$ cat src/rtl/dcid_consts.svh
`ifndef DCID_CONSTS_SVH
`define DCID_CONSTS_SVH
// ----------------------------------------
// Register offsets
// ----------------------------------------
`define DCID_OFS_CTRL    12'h000
`define DCID_OFS_STATUS  12'h004
`define DCID_OFS_LAST    12'h008
`define DCID_OFS_CYCLES  12'h00c
`define DCID_OFS_TRAPS   12'h010
`define DCID_CTRL_RST    2'h1
`define DCID_CTRL_EN     0
`define DCID_CTRL_TRAPEN 1
// ----------------------------------------
// Opcodes
// ----------------------------------------
`define DCID_OP_NOP      8'h00
`define DCID_OP_BRANCH   8'h01
`define DCID_OP_BRACOND  8'h02
`define DCID_OP_CALLI    8'h03
`define DCID_OP_GOTOI    8'h04
`define DCID_OP_TBLRD    8'h05
`define DCID_OP_TBLWR    8'h06
`define DCID_OP_RET      8'h07
`define DCID_OP_RETINT   8'h08
`define DCID_OP_SKIP     8'h09
`define DCID_OP_MOVD     8'h0a
`define DCID_OP_GOTO     8'h0b
`define DCID_OP_CALL     8'h0c
`define DCID_OP_DO       8'h0d
`define DCID_OP_ALU3     6'h04
`define DCID_OP_FILE     6'h05
`define DCID_OP_LIT      6'h06
`define DCID_OP_BIT      8'h1c
`define DCID_OP_MAC      8'h20
`define DCID_OP_SHIFT    8'h21
// ----------------------------------------
// Cycle counts and limits
// ----------------------------------------
`define DCID_CYC_ONE     2'h1
`define DCID_CYC_TWO     2'h2
`define DCID_CYC_THREE   2'h3
`define DCID_BYTE_LIMIT  10'h0ff
`define DCID_MUL_PAIRS   3'h6
`define DCID_REG_WB_DEST 4'hd
`define DCID_REG_MULBASE 4'h4
`endif

$ cat src/rtl/dcid_pkg.sv
package dcid_pkg;
   typedef enum logic [3:0] {
      DCID_ILLEGAL, DCID_NOP, DCID_CTRL, DCID_SKIP, DCID_MOVD, DCID_TWO,
      DCID_ALU3, DCID_FILE, DCID_LIT, DCID_BIT, DCID_MAC, DCID_SHIFT
   } dcid_class_e;
   typedef enum logic [1:0] {
      DCID_W_WORD = 2'h0, DCID_W_BYTE = 2'h1, DCID_W_DWORD = 2'h2
   } dcid_width_e;
   typedef enum logic [3:0] {
      DCID_S_FETCH = 4'h1, DCID_S_WORD2 = 4'h2, DCID_S_EXTRA = 4'h4, DCID_S_DROP2 = 4'h8
   } dcid_state_e;
   typedef struct packed {
      logic c; logic digit_carry_flag; logic n; logic overflow_flag; logic z;
   } dcid_mcu_flags_s;
   typedef struct packed {
      logic acc_a_overflow_flag; logic acc_b_overflow_flag; logic acc_a_saturate_flag; logic acc_b_saturate_flag;
   } dcid_acc_flags_s;
   typedef struct packed {
      dcid_class_e     cls;
      logic [7:0]      opcode;
      dcid_width_e     width;
      logic [3:0]      base_src_reg;
      logic [3:0]      second_src_reg;
      logic [1:0]      src_mode;
      logic [3:0]      dest_reg;
      logic [1:0]      dest_mode;
      logic [12:0]     file_addr;
      logic            to_default_work_reg;
      logic [9:0]      ten_bit_literal;
      logic [3:0]      bit_select_field;
      logic            bit_indirect;
      logic [22:0]     program_address_literal;
      logic            acc_b;
      logic [3:0]      mul_a;
      logic [3:0]      mul_b;
      logic [2:0]      x_prefetch;
      logic [2:0]      y_prefetch;
      logic [3:0]      x_dest;
      logic [3:0]      y_dest;
      logic [1:0]      acc_writeback_target;
      logic            shift_literal;
      logic [3:0]      shift_amount;
      logic [1:0]      cycles;
      dcid_mcu_flags_s flag_mask;
   } dcid_dec_s;
endpackage : dcid_pkg

$ cat src/rtl/dcid_decoder.sv
// The implementer's own choices: the APB register port and the address map.
`timescale 1ns/1ps
`include "dcid_consts.svh"
module dcid_decoder
   import dcid_pkg::*;
(
   input  wire logic            pclk,
   input  wire logic            presetn,
   input  wire logic            psel,
   input  wire logic            penable,
   input  wire logic            pwrite,
   input  wire logic [11:0]     paddr,
   input  wire logic [31:0]     pwdata,
   output logic [31:0]          prdata,
   output logic                 pready,
   output logic                 pslverr,
   input  wire logic            instr_valid,
   input  wire logic [23:0]     instr_word,
   output logic                 instr_ready,
   output logic                 dec_valid,
   output dcid_dec_s            dec,
   output logic                 nop_cycle,
   output logic                 trap,
   input  wire logic            alu_done,
   input  wire dcid_mcu_flags_s alu_flags,
   input  wire logic            acc_done,
   input  wire dcid_acc_flags_s acc_flags,
   output dcid_mcu_flags_s      mcu_flags,
   output dcid_acc_flags_s      acc_status
);
   // ----------------------------------------
   // Helpers
   // ----------------------------------------
   function automatic logic is_two_word(input logic [7:0] op);
      return op == `DCID_OP_GOTO || op == `DCID_OP_CALL || op == `DCID_OP_DO;
   endfunction : is_two_word

   function automatic logic cond_true(input logic [3:0] sel, input dcid_mcu_flags_s f);
      logic v;
      v = 1'b0;
      unique case (sel[2:0])
         3'h0: v = f.c;
         3'h1: v = f.digit_carry_flag;
         3'h2: v = f.n;
         3'h3: v = f.overflow_flag;
         3'h4: v = f.z;
         default: v = 1'b1;
      endcase
      return v ^ sel[3];
   endfunction : cond_true

   // ----------------------------------------
   // Decode of one word
   // ----------------------------------------
   function automatic dcid_dec_s decode(input logic [23:0] w, input dcid_mcu_flags_s f);
      dcid_dec_s d;
      logic [7:0] op;
      d = '0;
      op = w[23:16];
      d.opcode = op;
      d.cls = DCID_ILLEGAL;
      d.cycles = `DCID_CYC_ONE;
      d.width = (op[1:0] == 2'h3) ? DCID_W_WORD : dcid_width_e'(op[1:0]);
      d.base_src_reg = w[15:12];
      d.second_src_reg = w[11:8];
      d.src_mode = w[7:6];
      d.dest_mode = w[5:4];
      d.dest_reg = w[3:0];
      if (op == `DCID_OP_NOP) begin
         d.cls = DCID_NOP;
      end else if (op == `DCID_OP_BRANCH || op == `DCID_OP_CALLI || op == `DCID_OP_GOTOI ||
                   op == `DCID_OP_TBLRD || op == `DCID_OP_TBLWR) begin
         d.cls = DCID_CTRL;
         d.cycles = `DCID_CYC_TWO;
      end else if (op == `DCID_OP_RET || op == `DCID_OP_RETINT) begin
         d.cls = DCID_CTRL;
         d.cycles = `DCID_CYC_THREE;
      end else if (op == `DCID_OP_BRACOND) begin
         d.cls = DCID_CTRL;
         d.cycles = cond_true(w[3:0], f) ? `DCID_CYC_TWO : `DCID_CYC_ONE;
      end else if (op == `DCID_OP_SKIP) begin
         d.cls = DCID_SKIP;
      end else if (op == `DCID_OP_MOVD) begin
         d.cls = DCID_MOVD;
         d.width = DCID_W_DWORD;
         d.cycles = `DCID_CYC_TWO;
      end else if (is_two_word(op)) begin
         d.cls = DCID_TWO;
         d.cycles = `DCID_CYC_TWO;
         d.program_address_literal[22:16] = w[6:0];
      end else if (op[7:2] == `DCID_OP_ALU3) begin
         d.cls = DCID_ALU3;
         d.flag_mask = '1;
      end else if (op[7:2] == `DCID_OP_FILE) begin
         d.cls = DCID_FILE;
         d.file_addr = w[12:0];
         d.to_default_work_reg = w[13];
         d.flag_mask = '1;
      end else if (op[7:2] == `DCID_OP_LIT) begin
         d.cls = DCID_LIT;
         d.ten_bit_literal = w[13:4];
         d.flag_mask = '{c: 1'b0, digit_carry_flag: 1'b0, n: 1'b1, overflow_flag: 1'b0, z: 1'b1};
         if (d.width == DCID_W_BYTE && w[13:4] > `DCID_BYTE_LIMIT) begin
            d.cls = DCID_ILLEGAL;
         end
      end else if (op == `DCID_OP_BIT) begin
         d.cls = DCID_BIT;
         d.bit_select_field = w[15:12];
         d.bit_indirect = w[11];
         d.flag_mask.z = 1'b1;
      end else if (op == `DCID_OP_MAC) begin
         d.cls = DCID_MAC;
         d.acc_b = w[15];
         unique case (w[14:12])
            3'h0: {d.mul_a, d.mul_b} = {4'h4, 4'h5};
            3'h1: {d.mul_a, d.mul_b} = {4'h4, 4'h6};
            3'h2: {d.mul_a, d.mul_b} = {4'h4, 4'h7};
            3'h3: {d.mul_a, d.mul_b} = {4'h5, 4'h6};
            3'h4: {d.mul_a, d.mul_b} = {4'h5, 4'h7};
            3'h5: {d.mul_a, d.mul_b} = {4'h6, 4'h7};
            default: {d.mul_a, d.mul_b} = 8'h00;
         endcase
         d.x_prefetch = w[11:9];
         d.y_prefetch = w[8:6];
         d.x_dest = `DCID_REG_MULBASE + {2'h0, w[5:4]};
         d.y_dest = `DCID_REG_MULBASE + {2'h0, w[3:2]};
         d.acc_writeback_target = w[1:0];
         if (w[14:12] >= `DCID_MUL_PAIRS || w[1:0] == 2'h3) begin
            d.cls = DCID_ILLEGAL;
         end
      end else if (op == `DCID_OP_SHIFT) begin
         d.cls = DCID_SHIFT;
         d.acc_b = w[14];
         d.shift_literal = w[15];
         d.shift_amount = w[3:0];
      end
      return d;
   endfunction : decode

   // ----------------------------------------
   // APB registers
   // ----------------------------------------
   logic [1:0]  ctrl_q;
   logic [23:0] last_q;
   logic [1:0]  cyc_q;
   logic [15:0] traps_q;
   logic        acc_phase;
   logic        hit;
   logic [31:0] rd_d;

   assign acc_phase = psel && penable && !pready;

   always_comb begin
      hit = 1'b1;
      rd_d = 32'h0;
      unique case (paddr)
         `DCID_OFS_CTRL:   rd_d = {30'h0, ctrl_q};
         `DCID_OFS_STATUS: rd_d = {23'h0, acc_status, mcu_flags};
         `DCID_OFS_LAST:   rd_d = {8'h0, last_q};
         `DCID_OFS_CYCLES: rd_d = {30'h0, cyc_q};
         `DCID_OFS_TRAPS:  rd_d = {16'h0, traps_q};
         default:          hit = 1'b0;
      endcase
   end

   always_ff @(posedge pclk or negedge presetn) begin
      if (!presetn) begin
         pready <= 1'b0;
         pslverr <= 1'b0;
         prdata <= 32'h0;
      end else begin
         pready <= acc_phase;
         pslverr <= acc_phase && !hit;
         prdata <= (acc_phase && !pwrite) ? rd_d : 32'h0;
      end
   end

   always_ff @(posedge pclk or negedge presetn) begin
      if (!presetn) begin
         ctrl_q <= `DCID_CTRL_RST;
      end else if (psel && penable && pready && pwrite && paddr == `DCID_OFS_CTRL) begin
         ctrl_q <= pwdata[1:0];
      end
   end

   // ----------------------------------------
   // Fetch sequencer
   // ----------------------------------------
   dcid_state_e state_q;
   dcid_state_e state_d;
   dcid_dec_s   cur;
   dcid_dec_s   pair;
   logic [23:0] first_q;
   logic [1:0]  extra_q;
   logic        skip_q;
   logic        take;
   logic        bad2;

   assign take = instr_valid && instr_ready;
   assign cur = decode(instr_word, mcu_flags);

   always_comb begin
      pair = decode(first_q, mcu_flags);
      pair.program_address_literal[15:0] = instr_word[15:0];
      bad2 = instr_word[23:16] != 8'h00;
      if (first_q[23:16] != `DCID_OP_DO && instr_word[0]) begin
         bad2 = 1'b1;
      end
   end

   always_comb begin
      state_d = state_q;
      unique case (state_q)
         DCID_S_FETCH: begin
            if (take && skip_q) begin
               state_d = is_two_word(cur.opcode) ? DCID_S_DROP2 : DCID_S_FETCH;
            end else if (take && cur.cls == DCID_TWO) begin
               state_d = DCID_S_WORD2;
            end else if (take && cur.cls != DCID_ILLEGAL && cur.cycles != `DCID_CYC_ONE) begin
               state_d = DCID_S_EXTRA;
            end
         end
         DCID_S_WORD2: if (take) state_d = DCID_S_FETCH;
         DCID_S_DROP2: if (take) state_d = DCID_S_FETCH;
         DCID_S_EXTRA: if (extra_q == 2'h1) state_d = DCID_S_FETCH;
         default:      state_d = DCID_S_FETCH;
      endcase
   end

   always_ff @(posedge pclk or negedge presetn) begin
      if (!presetn) begin
         state_q <= DCID_S_FETCH;
         instr_ready <= 1'b0;
      end else begin
         state_q <= state_d;
         instr_ready <= ctrl_q[`DCID_CTRL_EN] && state_d != DCID_S_EXTRA;
      end
   end

   always_ff @(posedge pclk or negedge presetn) begin
      if (!presetn) begin
         extra_q <= 2'h0;
      end else if (state_q == DCID_S_EXTRA) begin
         extra_q <= extra_q - 2'h1;
      end else if (take && state_q == DCID_S_FETCH && !skip_q) begin
         extra_q <= cur.cycles - 2'h1;
      end
   end

   always_ff @(posedge pclk or negedge presetn) begin
      if (!presetn) begin
         skip_q <= 1'b0;
      end else if (take && state_q == DCID_S_FETCH) begin
         skip_q <= !skip_q && cur.cls == DCID_SKIP && cond_true(instr_word[3:0], mcu_flags);
      end
   end

   always_ff @(posedge pclk or negedge presetn) begin
      if (!presetn) begin
         first_q <= 24'h0;
      end else if (take && state_q == DCID_S_FETCH) begin
         first_q <= instr_word;
      end
   end

   // ----------------------------------------
   // Issue to execute
   // ----------------------------------------
   always_ff @(posedge pclk or negedge presetn) begin
      if (!presetn) begin
         dec_valid <= 1'b0;
         dec <= '0;
         nop_cycle <= 1'b0;
         trap <= 1'b0;
      end else begin
         dec_valid <= 1'b0;
         nop_cycle <= state_q == DCID_S_EXTRA;
         trap <= 1'b0;
         if (take && state_q == DCID_S_FETCH) begin
            if (skip_q) begin
               nop_cycle <= 1'b1;
            end else if (cur.cls == DCID_ILLEGAL) begin
               trap <= ctrl_q[`DCID_CTRL_TRAPEN];
            end else if (cur.cls != DCID_TWO) begin
               dec_valid <= 1'b1;
               dec <= cur;
            end
         end else if (take && state_q == DCID_S_DROP2) begin
            nop_cycle <= 1'b1;
         end else if (take && state_q == DCID_S_WORD2) begin
            if (bad2) begin
               trap <= ctrl_q[`DCID_CTRL_TRAPEN];
            end else begin
               dec_valid <= 1'b1;
               dec <= pair;
            end
         end
      end
   end

   always_ff @(posedge pclk or negedge presetn) begin
      if (!presetn) begin
         last_q <= 24'h0;
         cyc_q <= 2'h0;
      end else if (take && (state_q == DCID_S_FETCH || state_q == DCID_S_WORD2)) begin
         last_q <= instr_word;
         cyc_q <= (state_q == DCID_S_WORD2) ? `DCID_CYC_TWO : cur.cycles;
      end
   end

   always_ff @(posedge pclk or negedge presetn) begin
      if (!presetn) begin
         traps_q <= 16'h0;
      end else if (take && ((state_q == DCID_S_FETCH && !skip_q && cur.cls == DCID_ILLEGAL) ||
                            (state_q == DCID_S_WORD2 && bad2))) begin
         traps_q <= traps_q + 16'h1;
      end
   end

   // ----------------------------------------
   // Status flags
   // ----------------------------------------
   always_ff @(posedge pclk or negedge presetn) begin
      if (!presetn) begin
         mcu_flags <= '0;
      end else if (alu_done) begin
         mcu_flags <= (mcu_flags & ~dec.flag_mask) | (alu_flags & dec.flag_mask);
      end
   end

   always_ff @(posedge pclk or negedge presetn) begin
      if (!presetn) begin
         acc_status <= '0;
      end else if (acc_done) begin
         acc_status <= acc_flags;
      end
   end
endmodule : dcid_decoder

$ cat config.mk
export PLATFORM = sky130hd
export DESIGN_NAME = dcid_decoder
export DESIGN_NICKNAME = d
export VERILOG_FILES = /design/src/rtl/dcid_pkg.sv /design/src/rtl/dcid_decoder.sv
export VERILOG_INCLUDE_DIRS = /design/src /design/src/rtl
export SDC_FILE = /design/constraint.sdc
export NUM_CORES = 1
export LEC_CHECK = 0
export BUFFER_PORTS_ARGS = -buffer_cell sky130_fd_sc_hd__clkbuf_2
export CORE_ASPECT_RATIO = 1.75
export CORE_MARGIN = 4
export CORE_UTILIZATION = 30
export CTS_CLUSTER_SIZE = 28
export DETAILED_ROUTE_END_ITERATION = 8
export PLACE_DENSITY = 0.53
export SYNTH_ARGS = -nofsm -noshare
export SYNTH_HDL_FRONTEND = slang
export SYNTH_SLANG_ARGS = --single-unit
$ cat constraint.sdc
create_clock -name pclk -period 2.3 [get_ports pclk]
set_input_delay 0.23 -clock pclk [delete_from_list [all_inputs] [get_ports pclk]]
set_output_delay 0.23 -clock pclk [all_outputs]
set_load 0.05 [all_outputs]
Word level (Yosys, flattened, before mapping)
Cells that the tools add are included.
{"block": "totals", "word_cells": 404, "reg_bits": 241, "in_bits": 85, "out_inout_bits": 166}
{"block": "classes", "n_bitwise": 7, "n_lt_le_gt_ge": 4, "n_reduce_logical": 64, "addsub": 7, "mux": 186, "eq_ne": 82}
{"cell": "two-way mux 119 bit", "count": 7}
{"cell": "two-way mux 30 bit", "count": 18}
{"cell": "two-way mux 36 bit", "count": 12}
{"cell": "two-way mux 37 bit", "count": 4}
{"cell": "two-way mux 4 bit", "count": 36}
{"cell": "case mux 24 bit (5 select lines)", "count": 1}
{"cell": "two-way mux 29 bit", "count": 4}
{"cell": "two-way mux 5 bit", "count": 22}
{"cell": "equality test 8 x 4 -> 1 bit (second input constant)", "count": 12}
{"cell": "case mux 7 bit (6 select lines)", "count": 2}
{"cell": "equality test 8 x 3 -> 1 bit (second input constant)", "count": 8}
{"cell": "two-way mux 2 bit", "count": 31}
{"cell": "two-way mux 24 bit", "count": 2}
{"cell": "equality test 6 x 3 -> 1 bit (second input constant)", "count": 6}
{"cell": "two-way mux 1 bit", "count": 35}
{"cell": "equality test 8 x 2 -> 1 bit (second input constant)", "count": 4}
{"cell": "equality test 8 x 6 -> 1 bit (second input constant)", "count": 4}
{"cell": "two-way mux 32 bit", "count": 1}
{"cell": "two-way mux 15 bit", "count": 2}
{"cell": "two-way mux 14 bit", "count": 2}
{"cell": "logical AND 1 bit", "count": 27}
{"cell": "equality test 12 x 4 -> 1 bit (second input constant)", "count": 2}
{"cell": "equality test 3 x 2 -> 1 bit (second input constant)", "count": 8}
{"cell": "greater-than comparator 10 x 8 -> 1 bit (second input constant)", "count": 2}
{"cell": "other kinds (40)", "count": 98}

Logic depth before layout (Yosys ltp)
{"block": "logic_depth", "depth_word": 24, "mapped_depth": 13, "mapped_depth_nobuf": 11}

Least setup slack after synthesis
Ideal clock, no wire load.
{"block": "synth_timing", "path_type": "reg2reg", "start": "register state_q[0]", "end": "register dec[115] (netlist name)", "setup_time_ns": 0.125, "n_path_buf": 3, "period_less_slack_ns": 2.511, "stages_incl_launch_ff": 11, "slack_ns": -0.211, "arrival_ns": 2.387, "required_time_ns": 2.175, "path_cell_list": "dfstp_2 > or4b_4 > or2_1 > buf_2 > nor2_4 > a2bb2oi_1 > or2_1 > buf_6 > clkinv_2 > buf_8 > mux2_2"}
{"block": "synth_between", "elab_chain_len": 4, "word_cells_on_any_way": 14, "cone_classes": "8 x eq/ne; 1 x mux; 5 x reduce/logical"}
{"item": "from (decl)", "line_no": "dcid_decoder.sv:189", "source": "dcid_state_e state_q;"}
{"item": "from (signal assigned)", "line_no": "dcid_decoder.sv:235", "source": "state_q <= state_d;"}
{"item": "equality test 4 x 1 -> 1 bit, or another cell as far along", "line_no": "dcid_decoder.sv:279", "source": "if (take && state_q == DCID_S_FETCH) begin"}
{"item": "logical AND 1 bit, on equally long branches", "line_no": "dcid_decoder.sv:279, dcid_decoder.sv:288, dcid_decoder.sv:290"}
{"item": "inequality test 2 x 1 -> 1 bit (no line), or another cell as far along"}
{"item": "AND reduction 6 bit (no line)"}
{"item": "to (signal assigned)", "line_no": "dcid_decoder.sv:286", "source": "dec <= cur;"}
{"item": "to (signal assigned)", "line_no": "dcid_decoder.sv:295", "source": "dec <= pair;"}
{"item": "to (decl)", "line_no": "dcid_decoder.sv:21", "source": "output dcid_dec_s dec,"}
Several ways; a longest one is shown, not always the timed one.
A chain may end at the register's enable or synchronous reset.

Final worst setup path
{"block": "layout_timing", "start": "register first_q[20]", "end": "register dec[5] (netlist name)"}
{"block": "layout_between", "elab_chain_len": 14, "word_cells_on_any_way": 37, "cone_classes": "15 x eq/ne; 12 x mux; 10 x reduce/logical"}
{"item": "from (decl)", "line_no": "dcid_decoder.sv:193", "source": "logic [23:0] first_q;"}
{"item": "from (signal assigned)", "line_no": "dcid_decoder.sv:262", "source": "first_q <= instr_word;"}
{"item": "equality test 8 x 4 -> 1 bit (no line)"}
{"item": "logical OR 1 bit (no line) (2 in series)"}
{"item": "two-way mux 2 bit", "line_no": "dcid_decoder.sv:87", "source": "end else if (is_two_word(op)) begin"}
{"item": "two-way mux 2 bit", "line_no": "dcid_decoder.sv:83", "source": "end else if (op == `DCID_OP_MOVD) begin"}
{"item": "two-way mux 37 bit", "line_no": "dcid_decoder.sv:81", "source": "end else if (op == `DCID_OP_SKIP) begin"}
{"item": "two-way mux 2 bit", "line_no": "dcid_decoder.sv:78", "source": "end else if (op == `DCID_OP_BRACOND) begin"}
{"item": "two-way mux 2 bit", "line_no": "dcid_decoder.sv:75", "source": "end else if (op == `DCID_OP_RET || op == `DCID_OP_RETINT) begin"}
{"item": "two-way mux 2 bit", "line_no": "dcid_decoder.sv:71", "source": "end else if (op == `DCID_OP_BRANCH || op == `DCID_OP_CALLI || op == `DCID_OP_GOTOI ||"}
{"item": "two-way mux 37 bit", "line_no": "dcid_decoder.sv:69", "source": "if (op == `DCID_OP_NOP) begin"}
{"item": "two-way mux 119 bit", "line_no": "dcid_decoder.sv:291", "source": "if (bad2) begin"}
{"item": "two-way mux 119 bit", "line_no": "dcid_decoder.sv:290", "source": "end else if (take && state_q == DCID_S_WORD2) begin"}
{"item": "two-way mux 119 bit", "line_no": "dcid_decoder.sv:288", "source": "end else if (take && state_q == DCID_S_DROP2) begin"}
{"item": "two-way mux 119 bit", "line_no": "dcid_decoder.sv:279"}
Several ways; a longest one is shown, not always the timed one. The select of a mux whose other input is x is not followed.

==> flow_metrics.tcl <==
set metrics [dict create \
    crit_path_top_delay_cell "or4_4" \
    cts_made_buffers 24 \
    fmax_mhz 416.9 \
    critPathKind "register to register" \
    clk_pin_slew_ns 0.06 \
    area_growth_pct 38.46 \
    avgSynthCellArea_um2 9.710 \
    wl_per_cell_um 19.51 \
    numPortBuffers 208 \
    final_cells 1897 \
    pin_count 251 \
    yosysTopAreaCellShare 0.5292 \
    crit_fanout 6 \
    cts_root_buf "clkbuf_16" \
    cts_tree "done" \
    routabilityCongestion 0.8888 \
    yosys_warnings 0 \
    place_inst 1832 \
    cts_sinks 225 \
    clock_skew_ns 0.01577 \
    vias_per_cell 4.966 \
    setup_viol 92 \
    powerDensity_nw_per_um2 919.0 \
    final.period_utilization 1.043 \
    rrSetupSlack_ns -0.1 \
    antenna_cells 0 \
    finalWirelength_um 37000 \
    max_stage_delay_ns 0.57 \
    worst_pin_slew_ns 0.7263 \
    antenna_found_initial 0 \
    synth-async-reset-ratio 1.000 \
    die_y_um 256.0 \
    nFillCells 3464 \
    p_leak_nw 7.010 \
    path_buf_inv 2 \
    place_hpwl_um 27120 \
    drt_iter0_drc 467 \
    synth_top_cell_by_area "dfrtp_1" \
    insertion_delay_ns 0.54 \
    mostFrequentLayoutCell "dfrtp_1" \
    maxSlewViolCount 0 \
    hold_ws_ns 0.04848 \
    synthFlopType "dfrtp_1" \
    max_cap_violations 0 \
    min_period_ns 2.399 \
    ir_worst_vdd_mv 0.4731 \
    grt_pass1_vias 9681 \
    syn-instance-count 1086 \
    min_path_type "input port to register" \
    worstPathArrival_ns 2.84 \
    syn_area_um2 10550 \
    htreeDepth 1 \
    clock_path_buffers 3 \
    synth_edf_count 0 \
    initial_core_util 0.3050 \
    post_route_cells_drive_above_1_share 0.3737 \
    dieArea_um2 38330 \
    regArea_um2 5634 \
    fp-row-count 90 \
    mostFrequentLayoutCells "dfrtp_1 (222), nand2_1 (221), clkbuf_2 (207), buf_4 (141), nor2_1 (109)" \
    status "complete, but fails checks" \
    globalRouteOverflowTotal 0 \
    start_kind "register" \
    violations "setup timing" \
    synth_cell_types 75 \
    synth_seq_cells 225 \
    detailroute.via_count 9420 \
    required_ns 2.74 \
    post-route-util 0.4223 \
    end_kind "register" \
    die_w_um 149.7 \
    yosys-top-cells-area "dfrtp_1 (53%), nand2_1 (7.9%), mux2_2 (4.1%)" \
    place_ws_ns -0.3958 \
    grt_max_degree 74 \
    rsz0062_at_grt "yes" \
    max_slew_margin 0.5153 \
    drtPass1Iterations 5 \
    worst_slack_ns -0.09858 \
    grt_pass1_wl_um 56990 \
    crit_chain "or4_4 > o31ai_4 > nand4_1 > a2bb2oi_1 > or2_4 > buf_8 > buf_4 > o31ai_2" \
    total_power_w 0.01342 \
    critPathTopFamily "simple AND/OR/NAND/NOR gates" \
    core_area_um2 34570 \
    hold_viol 0 \
    track_usage 0.1893 \
    final_antenna_net_count 0 \
    multiInputGateArea_um2 4821 \
    drc_errors 0 \
    finalNetCount 1511 \
    ys_seq_area_frac 0.5342 \
]
-- sequential cells by signal, indices dropped and copies added, names as in the netlist, 4 cells and up, named ones only --
signal and flops:
acc_status 4, state_q 4, dec 111, last_q 24
first_q 24, traps_q 16, prdata 24
-- cell usage after synthesis, types with 18 or more instances --
| master | number |
|---|---|
| a21oi_1 | 24 |
| a221oi_1 | 23 |
| a22oi_1 | 23 |
| a31oi_1 | 23 |
| buf_4 | 18 |
| clkbuf_1 | 44 |
| dfrtp_1 | 223 |
| mux2_2 | 38 |
| nand2_1 | 223 |
| nand3_1 | 25 |
| nor2_1 | 113 |
| nor3_1 | 24 |
| o21ai_0 | 55 |
-- power by group --
part	internal, W	switching (W)	total, W
sequential	0.00461	0.000528	0.00514
clock	0.00222	0.00164	0.00385
combinational	0.00124	0.00319	0.00443
-- final timing paths --
path | startpoint | end | cells after the start
setup / recovery | first_q[20]$_DFFE_PN0P_ | dec[5]$_DFFE_PN0P_ | 8
hold / removal | alu_done | register | 3
setup reg to reg | first_q[20]$_DFFE_PN0P_ | dec[5]$_DFFE_PN0P_ | 8
hold reg to reg | traps_q[15]$_DFFE_PN0P_ | traps_q[15]$_DFFE_PN0P_ | 1
max in group asynchronous | presetn | dec[58]$_DFFE_PN0P_ | 3
min in group asynchronous | presetn | first_q[14]$_DFFE_PN0P_ | 2
-- metrics by stage --
step | setup TNS (ns) | cell area [µm²]
5_1_grt | -13.03 | 14600
4_1_cts | -6.081 | 14460
3_5_place_dp | -38.98 | 13240
2_1_floorplan | -5.603 | 10740
3_3_place_gp | -39.94 | 13240
6_report | -3.345 | 14600
-- worst min-delay path: stages --
cell and delay, ns:
clkbuf_2 0.11, nand2_1 0.06, mux2_2 0.14
-- layer usage --
metal  vias up  track usage  wire length, µm
li1       4461            -                -
met1      4645       0.2195            14420
met2       253       0.3433            19060
met3        61      0.02888             1837
met4         0      0.07735             1689
met5         -            0                0
-- what timing repair did --
action,in CTS,in global routing
hold buffers,18,0
buffers inserted,3,3
pin swaps,9,17
gates cloned,1,0
gates resized for setup,49,28
endpoints found under the setup margin,118,129
hold endpoints to repair,64,0
-- logic make-up (layout without fill, tap and decap cells) --
group                    after synthesis  in the layout  synth area share
buffers and inverters                103            443           0.05244
AND/OR/NAND/NOR                      474            474            0.2055
other                                  1             12         0.0003556
multiplexers                          47             47           0.04912
adder cells (fa/ha/maj)                3              3          0.003560
AO/OA/AOI/OAI                        213            213            0.1382
flip-flops                           225            225            0.5342
XOR/XNOR                              20             20           0.01661
-- cell type report --
class / instances / share of cell area
clock inverters: 7 / 0.005142
multi-input cells: 769 / 0.3302
flip-flops and latches: 225 / 0.3859
well taps: 460 / 0.03942
repair buffers: 394 / 0.1886
inverters: 9 / 0.003171
clock buffers: 33 / 0.04756
No activity file was read; power rests on OpenSTA's default activity.
